### src/irq_pkg.sv
package irq_pkg;
	localparam int          NUM_SRC       = 19;
	localparam int          IDX_W         = 5;
	localparam int          CALL_CYCLES   = 5;
	localparam int          DETECT_CYCLES = 1;
	localparam int          IDX_SUPPLY    = 15;
	localparam int          IDX_PORT_MAT  = 16;
	localparam logic [15:0] RESET_VECTOR  = 16'h0000;
	localparam logic [15:0] VEC_BASE      = 16'h0003;
	localparam int          VEC_SHIFT     = 3;
	localparam logic [18:0] HW_CLEAR_MASK = 19'h0_000F;
	localparam logic [18:0] LEVEL_MASK    = 19'h1_8000;
	localparam logic [18:0] EN_RESET      = 19'h0_0000;
	localparam logic [18:0] PRIO_RESET    = 19'h0_0000;
	localparam int          GLOBAL_EN_BIT = 7;
	localparam int          EXT_A_BASE    = 7;
	localparam int          EXT_B_BASE    = 15;
	localparam logic [11:0] OFS_PRI_EN    = 12'h000;
	localparam logic [11:0] OFS_PRI_PRIO  = 12'h004;
	localparam logic [11:0] OFS_EXT_EN_A  = 12'h008;
	localparam logic [11:0] OFS_EXT_PR_A  = 12'h00C;
	localparam logic [11:0] OFS_EXT_EN_B  = 12'h010;
	localparam logic [11:0] OFS_EXT_PR_B  = 12'h014;
	localparam logic [11:0] OFS_PEND_SET  = 12'h018;
	localparam logic [11:0] OFS_PEND_CLR  = 12'h01C;
	localparam logic [11:0] OFS_STATUS    = 12'h020;
	typedef enum logic {ST_IDLE, ST_CALL} call_state_t;
endpackage : irq_pkg

### src/irq_slot_if.sv
`timescale 1ns/100ps
interface irq_slot_if;
	logic global_en;
	logic enable;
	logic hw_event;
	logic level_in;
	logic sw_set;
	logic sw_clr;
	logic vec_clr;
	logic pending;
	logic req;
	modport slot (input global_en, enable, hw_event, level_in, sw_set, sw_clr, vec_clr,
		output pending, req);
	modport ctrl (output global_en, enable, hw_event, level_in, sw_set, sw_clr, vec_clr,
		input pending, req);
endinterface : irq_slot_if

### src/two_level_interrupt_arbiter.sv
`timescale 1ns/100ps
module two_level_interrupt_arbiter (
	input  wire logic        ref_clk,
	input  wire logic        arst_n,
	input  wire logic        psel,
	input  wire logic        penable,
	input  wire logic        pwrite,
	input  wire logic [11:0] paddr,
	input  wire logic [31:0] pwdata,
	output logic      [31:0] prdata,
	output logic             pready,
	output logic             pslverr,
	input  wire logic [18:0] src_event,
	input  wire logic        supply_warning_flag,
	input  wire logic        port_match,
	input  wire logic        cpu_instr_done,
	input  wire logic        cpu_return_from_interrupt_done,
	output logic             call_start,
	output logic             call_busy,
	output logic      [15:0] call_vector,
	output logic             level_hi_active,
	output logic             level_lo_active
);
	localparam int N = irq_pkg::NUM_SRC;

	// ---------------- register file ----------------
	logic                     global_irq_enable;
	logic [N-1:0]             en;
	logic [N-1:0]             prio;
	logic [N-1:0]             next_en;
	logic [N-1:0]             next_prio;
	logic                     next_global;
	logic [31:0]              next_prdata;
	logic [31:0]              rd_data;
	logic                     acc;
	logic                     setup_rd;
	logic                     hit;
	logic                     wr;
	logic                     wr_pen;
	logic                     wr_ppr;
	logic                     wr_xea;
	logic                     wr_xpa;
	logic                     wr_xeb;
	logic                     wr_xpb;
	logic                     wr_pset;
	logic                     wr_pclr;
	logic [N-1:0]             pend_vec;
	logic [N-1:0]             req_vec;

	// ---------------- arbitration ----------------
	logic [N-1:0]             hi_req;
	logic [N-1:0]             lo_req;
	logic [irq_pkg::IDX_W-1:0] hi_idx;
	logic [irq_pkg::IDX_W-1:0] lo_idx;
	logic                     hi_any;
	logic                     lo_any;
	logic                     hi_ok;
	logic                     lo_ok;
	logic                     win_valid;
	logic [irq_pkg::IDX_W-1:0] win_idx;
	logic                     win_valid_q;
	logic                     win_hi_q;
	logic [irq_pkg::IDX_W-1:0] win_idx_q;
	logic                     take;
	logic                     return_from_interrupt_seen;
	logic [15:0]              next_vector;

	irq_pkg::call_state_t     state;
	irq_pkg::call_state_t     next_state;
	logic [2:0]               call_cnt;
	logic [2:0]               next_cnt;
	logic                     active_hi;
	logic                     active_lo;
	logic                     next_active_hi;
	logic                     next_active_lo;
	logic [irq_pkg::IDX_W-1:0] last_idx;

	// zero wait states: every access completes in its first access cycle
	assign pready   = 1'b1;
	assign acc      = psel & penable;
	assign setup_rd = psel & ~penable & ~pwrite;
	assign hit      = (paddr == irq_pkg::OFS_PRI_EN)   | (paddr == irq_pkg::OFS_PRI_PRIO) |
		(paddr == irq_pkg::OFS_EXT_EN_A) | (paddr == irq_pkg::OFS_EXT_PR_A) |
		(paddr == irq_pkg::OFS_EXT_EN_B) | (paddr == irq_pkg::OFS_EXT_PR_B) |
		(paddr == irq_pkg::OFS_PEND_SET) | (paddr == irq_pkg::OFS_PEND_CLR) |
		(paddr == irq_pkg::OFS_STATUS);
	assign pslverr  = acc & ~hit;
	assign wr       = acc & pwrite & hit;
	assign wr_pen   = wr & (paddr == irq_pkg::OFS_PRI_EN);
	assign wr_ppr   = wr & (paddr == irq_pkg::OFS_PRI_PRIO);
	assign wr_xea   = wr & (paddr == irq_pkg::OFS_EXT_EN_A);
	assign wr_xpa   = wr & (paddr == irq_pkg::OFS_EXT_PR_A);
	assign wr_xeb   = wr & (paddr == irq_pkg::OFS_EXT_EN_B);
	assign wr_xpb   = wr & (paddr == irq_pkg::OFS_EXT_PR_B);
	assign wr_pset  = wr & (paddr == irq_pkg::OFS_PEND_SET);
	assign wr_pclr  = wr & (paddr == irq_pkg::OFS_PEND_CLR);

	assign next_en = wr_pen ? {en[N-1:irq_pkg::EXT_A_BASE], pwdata[6:0]} :
		wr_xea ? {en[N-1:irq_pkg::EXT_B_BASE], pwdata[7:0], en[irq_pkg::EXT_A_BASE-1:0]} :
		wr_xeb ? {pwdata[3:0], en[irq_pkg::EXT_B_BASE-1:0]} : en;
	assign next_prio = wr_ppr ? {prio[N-1:irq_pkg::EXT_A_BASE], pwdata[6:0]} :
		wr_xpa ? {prio[N-1:irq_pkg::EXT_B_BASE], pwdata[7:0], prio[irq_pkg::EXT_A_BASE-1:0]} :
		wr_xpb ? {pwdata[3:0], prio[irq_pkg::EXT_B_BASE-1:0]} : prio;
	assign next_global = wr_pen ? pwdata[irq_pkg::GLOBAL_EN_BIT] : global_irq_enable;

	// unused top bit of the primary priority register reads as one
	assign rd_data =
		(paddr == irq_pkg::OFS_PRI_EN)   ? {24'h00_0000, global_irq_enable, en[6:0]} :
		(paddr == irq_pkg::OFS_PRI_PRIO) ? {24'h00_0000, 1'b1, prio[6:0]} :
		(paddr == irq_pkg::OFS_EXT_EN_A) ? {24'h00_0000, en[14:7]} :
		(paddr == irq_pkg::OFS_EXT_PR_A) ? {24'h00_0000, prio[14:7]} :
		(paddr == irq_pkg::OFS_EXT_EN_B) ? {28'h000_0000, en[18:15]} :
		(paddr == irq_pkg::OFS_EXT_PR_B) ? {28'h000_0000, prio[18:15]} :
		(paddr == irq_pkg::OFS_PEND_SET) ? {13'h0000, pend_vec} :
		(paddr == irq_pkg::OFS_STATUS)   ? {19'h0_0000, last_idx, 4'h0, call_busy,
			win_valid_q, active_hi, active_lo} :
		32'h0000_0000;
	// read data is captured in the setup phase so it is a flop in the access phase
	assign next_prdata = setup_rd ? rd_data : prdata;

	always_ff @(posedge ref_clk or negedge arst_n) begin
		if (!arst_n) begin
			global_irq_enable <= 1'b0;
			en                <= irq_pkg::EN_RESET;
			prio              <= irq_pkg::PRIO_RESET;
			prdata            <= 32'h0000_0000;
		end else begin
			global_irq_enable <= next_global;
			en                <= next_en;
			prio              <= next_prio;
			prdata            <= next_prdata;
		end
	end

	// ---------------- source slots ----------------
	for (genvar i = 0; i < N; i++) begin : g_src
		irq_slot_if sif ();
		assign sif.global_en = global_irq_enable;
		assign sif.enable    = en[i];
		assign sif.hw_event  = src_event[i];
		assign sif.level_in  = (i == irq_pkg::IDX_SUPPLY) ? supply_warning_flag : port_match;
		assign sif.sw_set    = wr_pset & pwdata[i];
		assign sif.sw_clr    = wr_pclr & pwdata[i];
		assign sif.vec_clr   = take & (win_idx_q == irq_pkg::IDX_W'(i));
		assign pend_vec[i]   = sif.pending;
		assign req_vec[i]    = sif.req;
		source_slot #(
			.HW_CLEAR  (irq_pkg::HW_CLEAR_MASK[i]),
			.LEVEL_SRC (irq_pkg::LEVEL_MASK[i])
		) u_slot (
			.ref_clk (ref_clk),
			.arst_n  (arst_n),
			.sif     (sif.slot)
		);
	end

	// ---------------- priority decode ----------------
	assign hi_req = req_vec & prio;
	assign lo_req = req_vec & ~prio;

	always_comb begin
		hi_idx = '0;
		hi_any = 1'b0;
		lo_idx = '0;
		lo_any = 1'b0;
		for (int i = N - 1; i >= 0; i--) begin
			if (hi_req[i]) begin
				hi_idx = irq_pkg::IDX_W'(i);
				hi_any = 1'b1;
			end
			if (lo_req[i]) begin
				lo_idx = irq_pkg::IDX_W'(i);
				lo_any = 1'b1;
			end
		end
	end

	// decode after return
	// levels as they stand after this edge, so only one instruction follows a return
	assign hi_ok = hi_any & ~next_active_hi;
	assign lo_ok = lo_any & ~next_active_hi & ~next_active_lo;
	assign win_valid = hi_ok | lo_ok;
	assign win_idx   = hi_ok ? hi_idx : lo_idx;

	always_ff @(posedge ref_clk or negedge arst_n) begin
		if (!arst_n) begin
			win_valid_q <= 1'b0;
			win_hi_q    <= 1'b0;
			win_idx_q   <= '0;
		end else begin
			win_valid_q <= win_valid;
			win_hi_q    <= hi_ok;
			win_idx_q   <= win_idx;
		end
	end

	// ---------------- call sequencing ----------------
	// return is no boundary
	// the return itself never launches a call; the next instruction must finish first
	assign return_from_interrupt_seen = cpu_return_from_interrupt_done;
	assign take = (state == irq_pkg::ST_IDLE) & win_valid_q & cpu_instr_done & ~return_from_interrupt_seen;
	assign next_vector = irq_pkg::VEC_BASE +
		(16'(win_idx_q) << irq_pkg::VEC_SHIFT);

	always_comb begin
		next_state = state;
		next_cnt   = call_cnt;
		unique case (state)
			irq_pkg::ST_IDLE: begin
				if (take) begin
					next_state = irq_pkg::ST_CALL;
					next_cnt   = 3'(irq_pkg::CALL_CYCLES - 1);
				end
			end
			irq_pkg::ST_CALL: begin
				if (call_cnt == 3'h0) begin
					next_state = irq_pkg::ST_IDLE;
				end else begin
					next_cnt = call_cnt - 3'h1;
				end
			end
		endcase
	end

	// low level kept
	// returns during a call cannot happen on a real core and are ignored
	assign next_active_hi = (take & win_hi_q) ? 1'b1 :
		(return_from_interrupt_seen & (state == irq_pkg::ST_IDLE) & active_hi) ? 1'b0 : active_hi;
	assign next_active_lo = (take & ~win_hi_q) ? 1'b1 :
		(return_from_interrupt_seen & (state == irq_pkg::ST_IDLE) & ~active_hi) ? 1'b0 : active_lo;

	always_ff @(posedge ref_clk or negedge arst_n) begin
		if (!arst_n) begin
			state     <= irq_pkg::ST_IDLE;
			call_cnt  <= 3'h0;
			active_hi <= 1'b0;
			active_lo <= 1'b0;
		end else begin
			state     <= next_state;
			call_cnt  <= next_cnt;
			active_hi <= next_active_hi;
			active_lo <= next_active_lo;
		end
	end

	// reset vector
	// reset outranks everything: while held, no call is issued and the vector is zero
	always_ff @(posedge ref_clk or negedge arst_n) begin
		if (!arst_n) begin
			call_start  <= 1'b0;
			call_vector <= irq_pkg::RESET_VECTOR;
			last_idx    <= '0;
		end else begin
			call_start  <= take;
			call_vector <= take ? next_vector : call_vector;
			last_idx    <= take ? win_idx_q : last_idx;
		end
	end

	assign call_busy       = (state == irq_pkg::ST_CALL);
	assign level_hi_active = active_hi;
	assign level_lo_active = active_lo;
endmodule : two_level_interrupt_arbiter

### src/source_slot.sv
`timescale 1ns/100ps
module source_slot #(
	parameter bit HW_CLEAR  = 1'b0,
	parameter bit LEVEL_SRC = 1'b0
) (
	input  wire logic    ref_clk,
	input  wire logic    arst_n,
	irq_slot_if.slot     sif
);
	logic pending;
	logic next_pending;
	logic clr_any;

	assign clr_any = sif.sw_clr | (HW_CLEAR & sif.vec_clr);
	// read-only follower
	// set beats clear so an event in the clear cycle survives
	assign next_pending = LEVEL_SRC ? sif.level_in :
		(sif.hw_event | sif.sw_set | (pending & ~clr_any));

	always_ff @(posedge ref_clk or negedge arst_n) begin
		if (!arst_n) begin
			pending <= 1'b0;
		end else begin
			pending <= next_pending;
		end
	end

	assign sif.pending = pending;
	assign sif.req = pending & sif.enable & sif.global_en;
endmodule : source_slot

### config.mk
export PLATFORM = sky130hd
export DESIGN_NAME = two_level_interrupt_arbiter
export DESIGN_NICKNAME = d
export VERILOG_FILES = /design/src/irq_pkg.sv /design/src/irq_slot_if.sv /design/src/two_level_interrupt_arbiter.sv /design/src/source_slot.sv
export SDC_FILE = /design/constraint.sdc
export NUM_CORES = 1
export LEC_CHECK = 0
export BUFFER_PORTS_ARGS = -buffer_cell sky130_fd_sc_hd__buf_2
export CAP_MARGIN = 20
export CORE_MARGIN = 2
export CORE_UTILIZATION = 40
export CTS_BUF_LIST = sky130_fd_sc_hd__clkbuf_16
export CTS_CLUSTER_DIAMETER = 60
export DETAILED_ROUTE_END_ITERATION = 10
export PLACE_DENSITY = 0.65
export SYNTH_ARGS = -nofsm -noshare
export SYNTH_HDL_FRONTEND = slang
export SYNTH_SLANG_ARGS = --single-unit
### constraint.sdc
create_clock -name ref_clk -period 1.85 [get_ports ref_clk]
set_clock_uncertainty 0.15 [all_clocks]
set_input_delay 0.37 -clock ref_clk [delete_from_list [all_inputs] [get_ports ref_clk]]
set_output_delay 0.37 -clock ref_clk [all_outputs]
set_load 0.01 [all_outputs]
=== Word level (Yosys, flattened, before mapping) ===
Cells that the tools add are included.

* Register bits: 125
* Output and inout bits: 54
* Word-level logic and storage cells: 357
* Bits of input ports: 72

* Mux-type cells: 99
* Add/subtract/negate cells: 2
* Bitwise logic cells: 198
* Eq/ne operators: 13
* Reductions and logical operators: 8

{| class="wikitable"
|+ Operators by type and width
! cell !! number
|-
| $mux W5 || 39
|-
| $mux W19 || 7
|-
| $and A1 B1 Y1 || 118
|-
| $eq A12 B5 Y1 const B || 4
|-
| $or A1 B1 Y1 || 47
|-
| $mux W1 || 44
|-
| $and A19 B19 Y19 || 2
|-
| $mux W15 || 2
|-
| $not A1 Y1 || 30
|-
| $eq A12 B4 Y1 const B || 2
|-
| $not A19 Y19 || 1
|-
| $mux W7 || 2
|-
| $mux W13 || 1
|-
| $eq A12 B3 Y1 const B || 1
|-
| $eq A12 B6 Y1 const B || 1
|-
| $logic_not A12 Y1 || 1
|-
| $eq A5 B2 Y1 const B || 2
|-
| $add A2 B8 Y9 const A || 1
|-
| $mux W3 || 2
|-
| $pmux W3 S2 || 1
|-
| $reduce_and A2 Y1 || 3
|-
| $reduce_and A3 Y1 || 2
|-
| $eq A5 B1 Y1 const B || 1
|-
| $logic_not A5 Y1 || 1
|-
| 4 further kinds || 5
|}

=== Longest topological paths before layout ===
* Depth after elaboration: 25
* Mapped depth: 8
* Mapped depth without buffers: 7

=== Modules after synthesis ===
Synthesis repeated with hierarchy kept, for this count alone.

* Cells, all modules: 612
* Area, all modules: 5820.6 sq um

{| class="wikitable"
|+ By module, submodules not included
! module !! area an instance (sq um) !! times used !! cells an instance !! sequential area each (sq um)
|-
| two_level_interrupt_arbiter || 4997.3 || 1 || 527 || 1951.9
|-
| source_slot at g_src[10].u_slot ... || 45.0 || 13 || 5 || 25.0
|-
| source_slot at g_src[0].u_slot ... || 43.8 || 4 || 4 || 25.0
|-
| source_slot at g_src[15].u_slot ... || 31.3 || 2 || 2 || 25.0
|}

=== Worst setup path after synthesis ===
Ideal clock, no wire load.

* Path type: input to register
* Start: in paddr[7]
* End: reg en[10]
* Setup slack: -270 ps
* Path buffers: 1
* Cell stages on the path: 6
* Data arrival time: 1845 ps
* Data required time: 1575 ps
* Setup time: 125 ps
* Cell sequence: nor4_4 nand3_1 nor4b_4 nor2b_1 buf_4 mux2_2

* Cells in the longest elaborated chain, start to end: 13
* Elaborated cells between the ends (all ways): 22
* Classes of those cells: eq/ne (8); bitwise (12); reduce/logical (2)

{| class="wikitable"
|+ RTL lines
! element !! RTL line !! text
|-
| start: declaration || two_level_interrupt_arbiter.sv:8 || <nowiki>input wire logic [11:0] paddr,</nowiki>
|-
| $eq A12 B3 Y1 / $logic_not A12 Y1 (equally long branches) || two_level_interrupt_arbiter.sv:82, two_level_interrupt_arbiter.sv:89 ||
|-
| $or A1 B1 Y1 (2 in series) || two_level_interrupt_arbiter.sv:82 || <nowiki>assign hit = (paddr == irq_pkg::OFS_PRI_EN) | (paddr == irq_pkg::OFS_PRI_PRIO) |</nowiki>
|-
| $or A1 B1 Y1 (2 in series) || two_level_interrupt_arbiter.sv:83 || <nowiki>(paddr == irq_pkg::OFS_EXT_EN_A) | (paddr == irq_pkg::OFS_EXT_PR_A) |</nowiki>
|-
| $or A1 B1 Y1 (2 in series) || two_level_interrupt_arbiter.sv:84 || <nowiki>(paddr == irq_pkg::OFS_EXT_EN_B) | (paddr == irq_pkg::OFS_EXT_PR_B) |</nowiki>
|-
| $or A1 B1 Y1 (2 in series) || two_level_interrupt_arbiter.sv:85 || <nowiki>(paddr == irq_pkg::OFS_PEND_SET) | (paddr == irq_pkg::OFS_PEND_CLR) |</nowiki>
|-
| $and A1 B1 Y1 || two_level_interrupt_arbiter.sv:88 || <nowiki>assign wr = acc & pwrite & hit;</nowiki>
|-
| $and A1 B1 Y1 || two_level_interrupt_arbiter.sv:89 || <nowiki>assign wr_pen = wr & (paddr == irq_pkg::OFS_PRI_EN);</nowiki>
|-
| $not A1 Y1 (no line) || - ||
|-
| $reduce_and A2 Y1 (no line) * || - ||
|-
| end signal: assignment || two_level_interrupt_arbiter.sv:124 || <nowiki>en <= irq_pkg::EN_RESET;</nowiki>
|-
| end signal: assignment || two_level_interrupt_arbiter.sv:129 || <nowiki>en <= next_en;</nowiki>
|-
| end: declaration || two_level_interrupt_arbiter.sv:28 || <nowiki>logic [N-1:0] en;</nowiki>
|}

Mark *: on every way between the ends. The rest lies on a longest branch, timed or not.
A chain may end at the register's enable or synchronous reset.

=== Worst setup path after layout ===
* Start: reg global_irq_enable (netlist: g_src[0].sif.global_en)
* End: reg win_idx_q[1] (netlist bit)

* Cells in the longest elaborated chain, start to end: 23
* Elaborated cells between the ends (all ways): 80
* Classes of those cells: mux (58); bitwise (22)

{| class="wikitable"
|+ RTL lines
! element !! RTL line !! text
|-
| start: declaration || two_level_interrupt_arbiter.sv:27 || <nowiki>logic global_irq_enable;</nowiki>
|-
| start signal: assignment || two_level_interrupt_arbiter.sv:128 || <nowiki>global_irq_enable <= next_global;</nowiki>
|-
| $and A1 B1 Y1 || source_slot.sv:29 || <nowiki>assign sif.req = pending & sif.enable & sif.global_en;</nowiki>
|-
| $and A19 B19 Y19 * || two_level_interrupt_arbiter.sv:158 || <nowiki>assign hi_req = req_vec & prio;</nowiki>
|-
| $mux W1 (18 in series) || two_level_interrupt_arbiter.sv:167 || <nowiki>if (hi_req[i]) begin</nowiki>
|-
| $mux W1 * || two_level_interrupt_arbiter.sv:167 ||
|-
| $and A1 B1 Y1 * || two_level_interrupt_arbiter.sv:180 || <nowiki>assign hi_ok = hi_any & ~next_active_hi;</nowiki>
|-
| named net hi_ok || two_level_interrupt_arbiter.sv:57 || <nowiki>logic hi_ok;</nowiki>
|-
| $mux W5 * || two_level_interrupt_arbiter.sv:183 || <nowiki>assign win_idx = hi_ok ? hi_idx : lo_idx;</nowiki>
|-
| named net win_idx, one bit || two_level_interrupt_arbiter.sv:60 || <nowiki>logic [irq_pkg::IDX_W-1:0] win_idx;</nowiki>
|-
| end signal: assignment || two_level_interrupt_arbiter.sv:193 || <nowiki>win_idx_q <= win_idx;</nowiki>
|-
| end: declaration || two_level_interrupt_arbiter.sv:63 || <nowiki>logic [irq_pkg::IDX_W-1:0] win_idx_q;</nowiki>
|}

Mark *: on every way through the listed nets, which the timed path passes. The rest lies on a longest branch.

==> out/metrics.yaml <==
sta:
  max_freq_mhz: 470
  finalWorstSetupSlack_ns: -0.279
  finalHoldViolCount: 0
  hold-worst-slack_ns: 0.0560
  rsz0062_at_grt: "yes"
  slew_violations: 0
  fin_crit_sh_pct: 115
  tightest_slew_ns: 0.645
  setup_viol_count_final: 39
  min_period_ns: 2.13
  slew_headroom_pct: 56.5
  setup_tns_ns: -4.17
power_and_ir_drop:
  ir_drop_mv: 0.572
  power_mw: 4.37
  p_leak_nw: 3.95
  clkPwrFrac_pct: 42.6
  pwr-share-comb_pct: 8.4
  netSwitchingFraction_pct: 24.1
  seq_power_share_pct: 49.0
  powerDensity_nw_per_um2: 526
  internal-power_mw: 3.32
  p_sw_mw: 1.05
placement:
  dp_cells: 920
  port_buffers: 85
  placed_cell_area_um2: 7240
  place.gp.congestion: 0.921
  dp_hpwl_um: 14400
  dp_slack_ns: -0.441
clock_tree:
  clkSlewWorstSetupHoldPaths_ns: 0.07
  numCtsBuffers: 9
  cts_buffer_depth: 2
  clkSinkCount: 97
  ctsRootBufferMaster: "clkbuf_16"
  clock_latency_ns: 0.35
  cts_max_level: 3
  cts_tree: "yes"
detailed_routing:
  vias_per_cell: 5.60
  firstDrtPassIters: 6
  drc: 0
  wl_per_cell_um: 19.7
  vias: 5451
  routed_wl_um: 19200
  ant_nets: 0
  drtIter0Drc: 570
synthesis:
  synth-compound-area-share_pct: 17.5
  synth_xor_area_share_pct: 0
  synthMuxAreaShare_pct: 10.5
  synth_top_area_share_pct: 45.0
  synthSimpleGateAreaFrac_pct: 20.2
  yosysMostFrequentCell: "dfrtp_1"
  synth_area_um2: 5400
  synth_top_family_by_area: "simple AND/OR/NAND/NOR gates"
  ys_dominant_reg_cell: "dfrtp_1"
  synthArstFlopShare_pct: 100
  synth_largest_area_cell: "dfrtp_1"
  yosysWarnings: 0
  ys_ff_latch: 97
  synth_cell_type_count: 67
  seq_area_frac_synth_pct: 45.0
  syn_area_per_cell_um2: 10.5
  syn_inst: 515
  netlist_top_cells_area: "dfrtp_1 (45%), mux2_2 (9.4%), buf_4 (3.9%)"
  synth_common_cells: "dfrtp_1 (97), nand2_1 (50), mux2_2 (45)"
  synth_edf_count: 0
  synth_fa_ha_area_share_pct: 0.463
worst_hold_path:
  hold_class: "in2reg"
  hold_depth: 2
  hold_end: "g_src[18].u_slot.sif.pending"
  hp-start: "src_event[18]"
job:
  maxCapViolations: 0
run_status:
  status: "finished, violations left"
  violations: "setup timing"
critical_path:
  r2r-end: "win_idx_q[1]"
  crit_fanout: 6
  cp.arrival_ns: 2.20
  critPathRequiredTime_ns: 1.92
  critPathKind: "reg2reg"
  startpoint_type: "register"
  crit-reg2reg-launch: "g_src[0].sif.global_en"
  end_kind: "register"
  reg2reg_slack_ns: -0.28
  reg2reg_depth: 7
grt:
  grtUsageTotal_pct: 27.3
  antenna_found_initial: 1
  first_global_vias: 5489
  gr-total-overflow: 0
  grt_max_degree: 35
  grt_pass1_wl_um: 29900
floorplanning:
  die_w_um: 120
  core_um2: 13200
  rows: 42
  io_pins: 126
  dieArea_um2: 14400
  start_util_pct: 40.9
  die_y_um: 120
final_layout:
  finalInstanceArea_um2: 8310
  drive_above_1_share_pct: 51.8
  syn2layout_area_growth_pct: 53.9
  fin_cells: 974
  fill_cells: 1085
  final_net_count: 866
  post-route-util_pct: 63.0
state kept, by name (all words and copies together) (netlist names):
register	cells
level_lo_active	1
win_idx_q	5
call_busy	1
prdata	19
g_src.sif.global_en	1
call_vector	1
prio	19
g_src.u_slot.sif.pending	19
win_hi_q	1
win_valid_q	1
level_hi_active	1
call_start	1
last_idx	5
call_cnt	3
en	19
logic make-up after synthesis:
| kind of cell | count (synthesis) |
|---|---|
| compound gates | 130 |
| simple gates | 177 |
| mux | 51 |
| fa+ha+maj | 2 |
| other cells | 2 |
| flops | 97 |
| buf+inv | 56 |
routing by layer:
| layer | wire (µm) | up-vias | global-route usage [%] |
|---|---|---|---|
| met4 | 463 | 0 | 7.79 |
| met2 | 9180 | 241 | 44.4 |
| met1 | 8180 | 2700 | 36.4 |
| met3 | 1370 | 33 | 6.32 |
| met5 | 0 | - | 0 |
| li1 | - | 2477 | - |
area by class of cell:
| type | count | area [µm²] | share of cell area, % |
|---|---|---|---|
| Sequential cell | 97 | 2430 | 29.2 |
| Clock inverter | 7 | 63.8 | 0.768 |
| Inverter | 14 | 52.6 | 0.633 |
| Tap cell | 176 | 220 | 2.65 |
| Antenna cell | 1 | 2.50 | 0.0301 |
| Timing Repair Buffer | 287 | 2160 | 26.0 |
| Multi-Input combinational cell | 383 | 3150 | 37.9 |
| Clock buffer | 9 | 225 | 2.71 |
layout by cell type, fill, tap and decap left out, types with 6 or more instances in the layout:
master	netlist	final
mux2_2	45	19
a21oi_1	14	10
clkbuf_16	0	9
nor2_1	20	17
nand2_1	50	46
a22o_1	8	8
a22oi_1	10	7
mux2i_1	6	6
o21ai_1	1	12
buf_12	0	8
conb_1	2	23
nand4_1	23	23
o21ai_0	33	19
nand3_1	16	11
nor3_1	12	8
dfrtp_1	97	95
buf_6	2	18
buf_4	28	171
mux2_4	0	26
inv_1	12	14
a221o_1	16	16
buf_2	5	82
nand4b_1	10	10
worst max-delay path, cell delays in order, from the launching register on:
cell      delay (ns)
dfrtp_2         0.47
buf_6           0.16
nand4_1         0.12
o21ai_1         0.16
nor4_4          0.38
a41oi_4         0.25
o211ai_1        0.19
o41ai_2         0.12
power by group through the flow:
stage               combinational [mW]  sequential (mW)  clock, mW
floorplan                        0.137             2.18          0
global placement                 0.333             2.18          0
detailed placement               0.339             2.18          0
CTS                              0.350             2.14       1.88
global route                     0.397             2.14       1.99
finish                           0.365             2.14       1.86
repair_timing:
item	4_1_cts	5_1_grt
setup buffers	25	15
cloned	2	0
hold endpoints to repair	26	0
setup endpoints to repair	36	58
gates resized for setup	50	71
hold buffers	3	0
pin swaps	26	28
worst max path at each step:
stage / startpoint / to / slack (ns) / cells after the start
3_3_place_gp: paddr[7] / en[11] / -0.44 / 8
5_1_grt: g_src[0].sif.global_en / win_idx_q[1] / -0.34 / 8
3_5_place_dp: paddr[7] / en[11] / -0.44 / 8
4_1_cts: paddr[8] / pslverr / -0.30 / 8
6_report: g_src[0].sif.global_en / win_idx_q[1] / -0.28 / 7
2_1_floorplan: paddr[7] / en[10] / -0.25 / 6
Power figures use the tool's default switching activity.
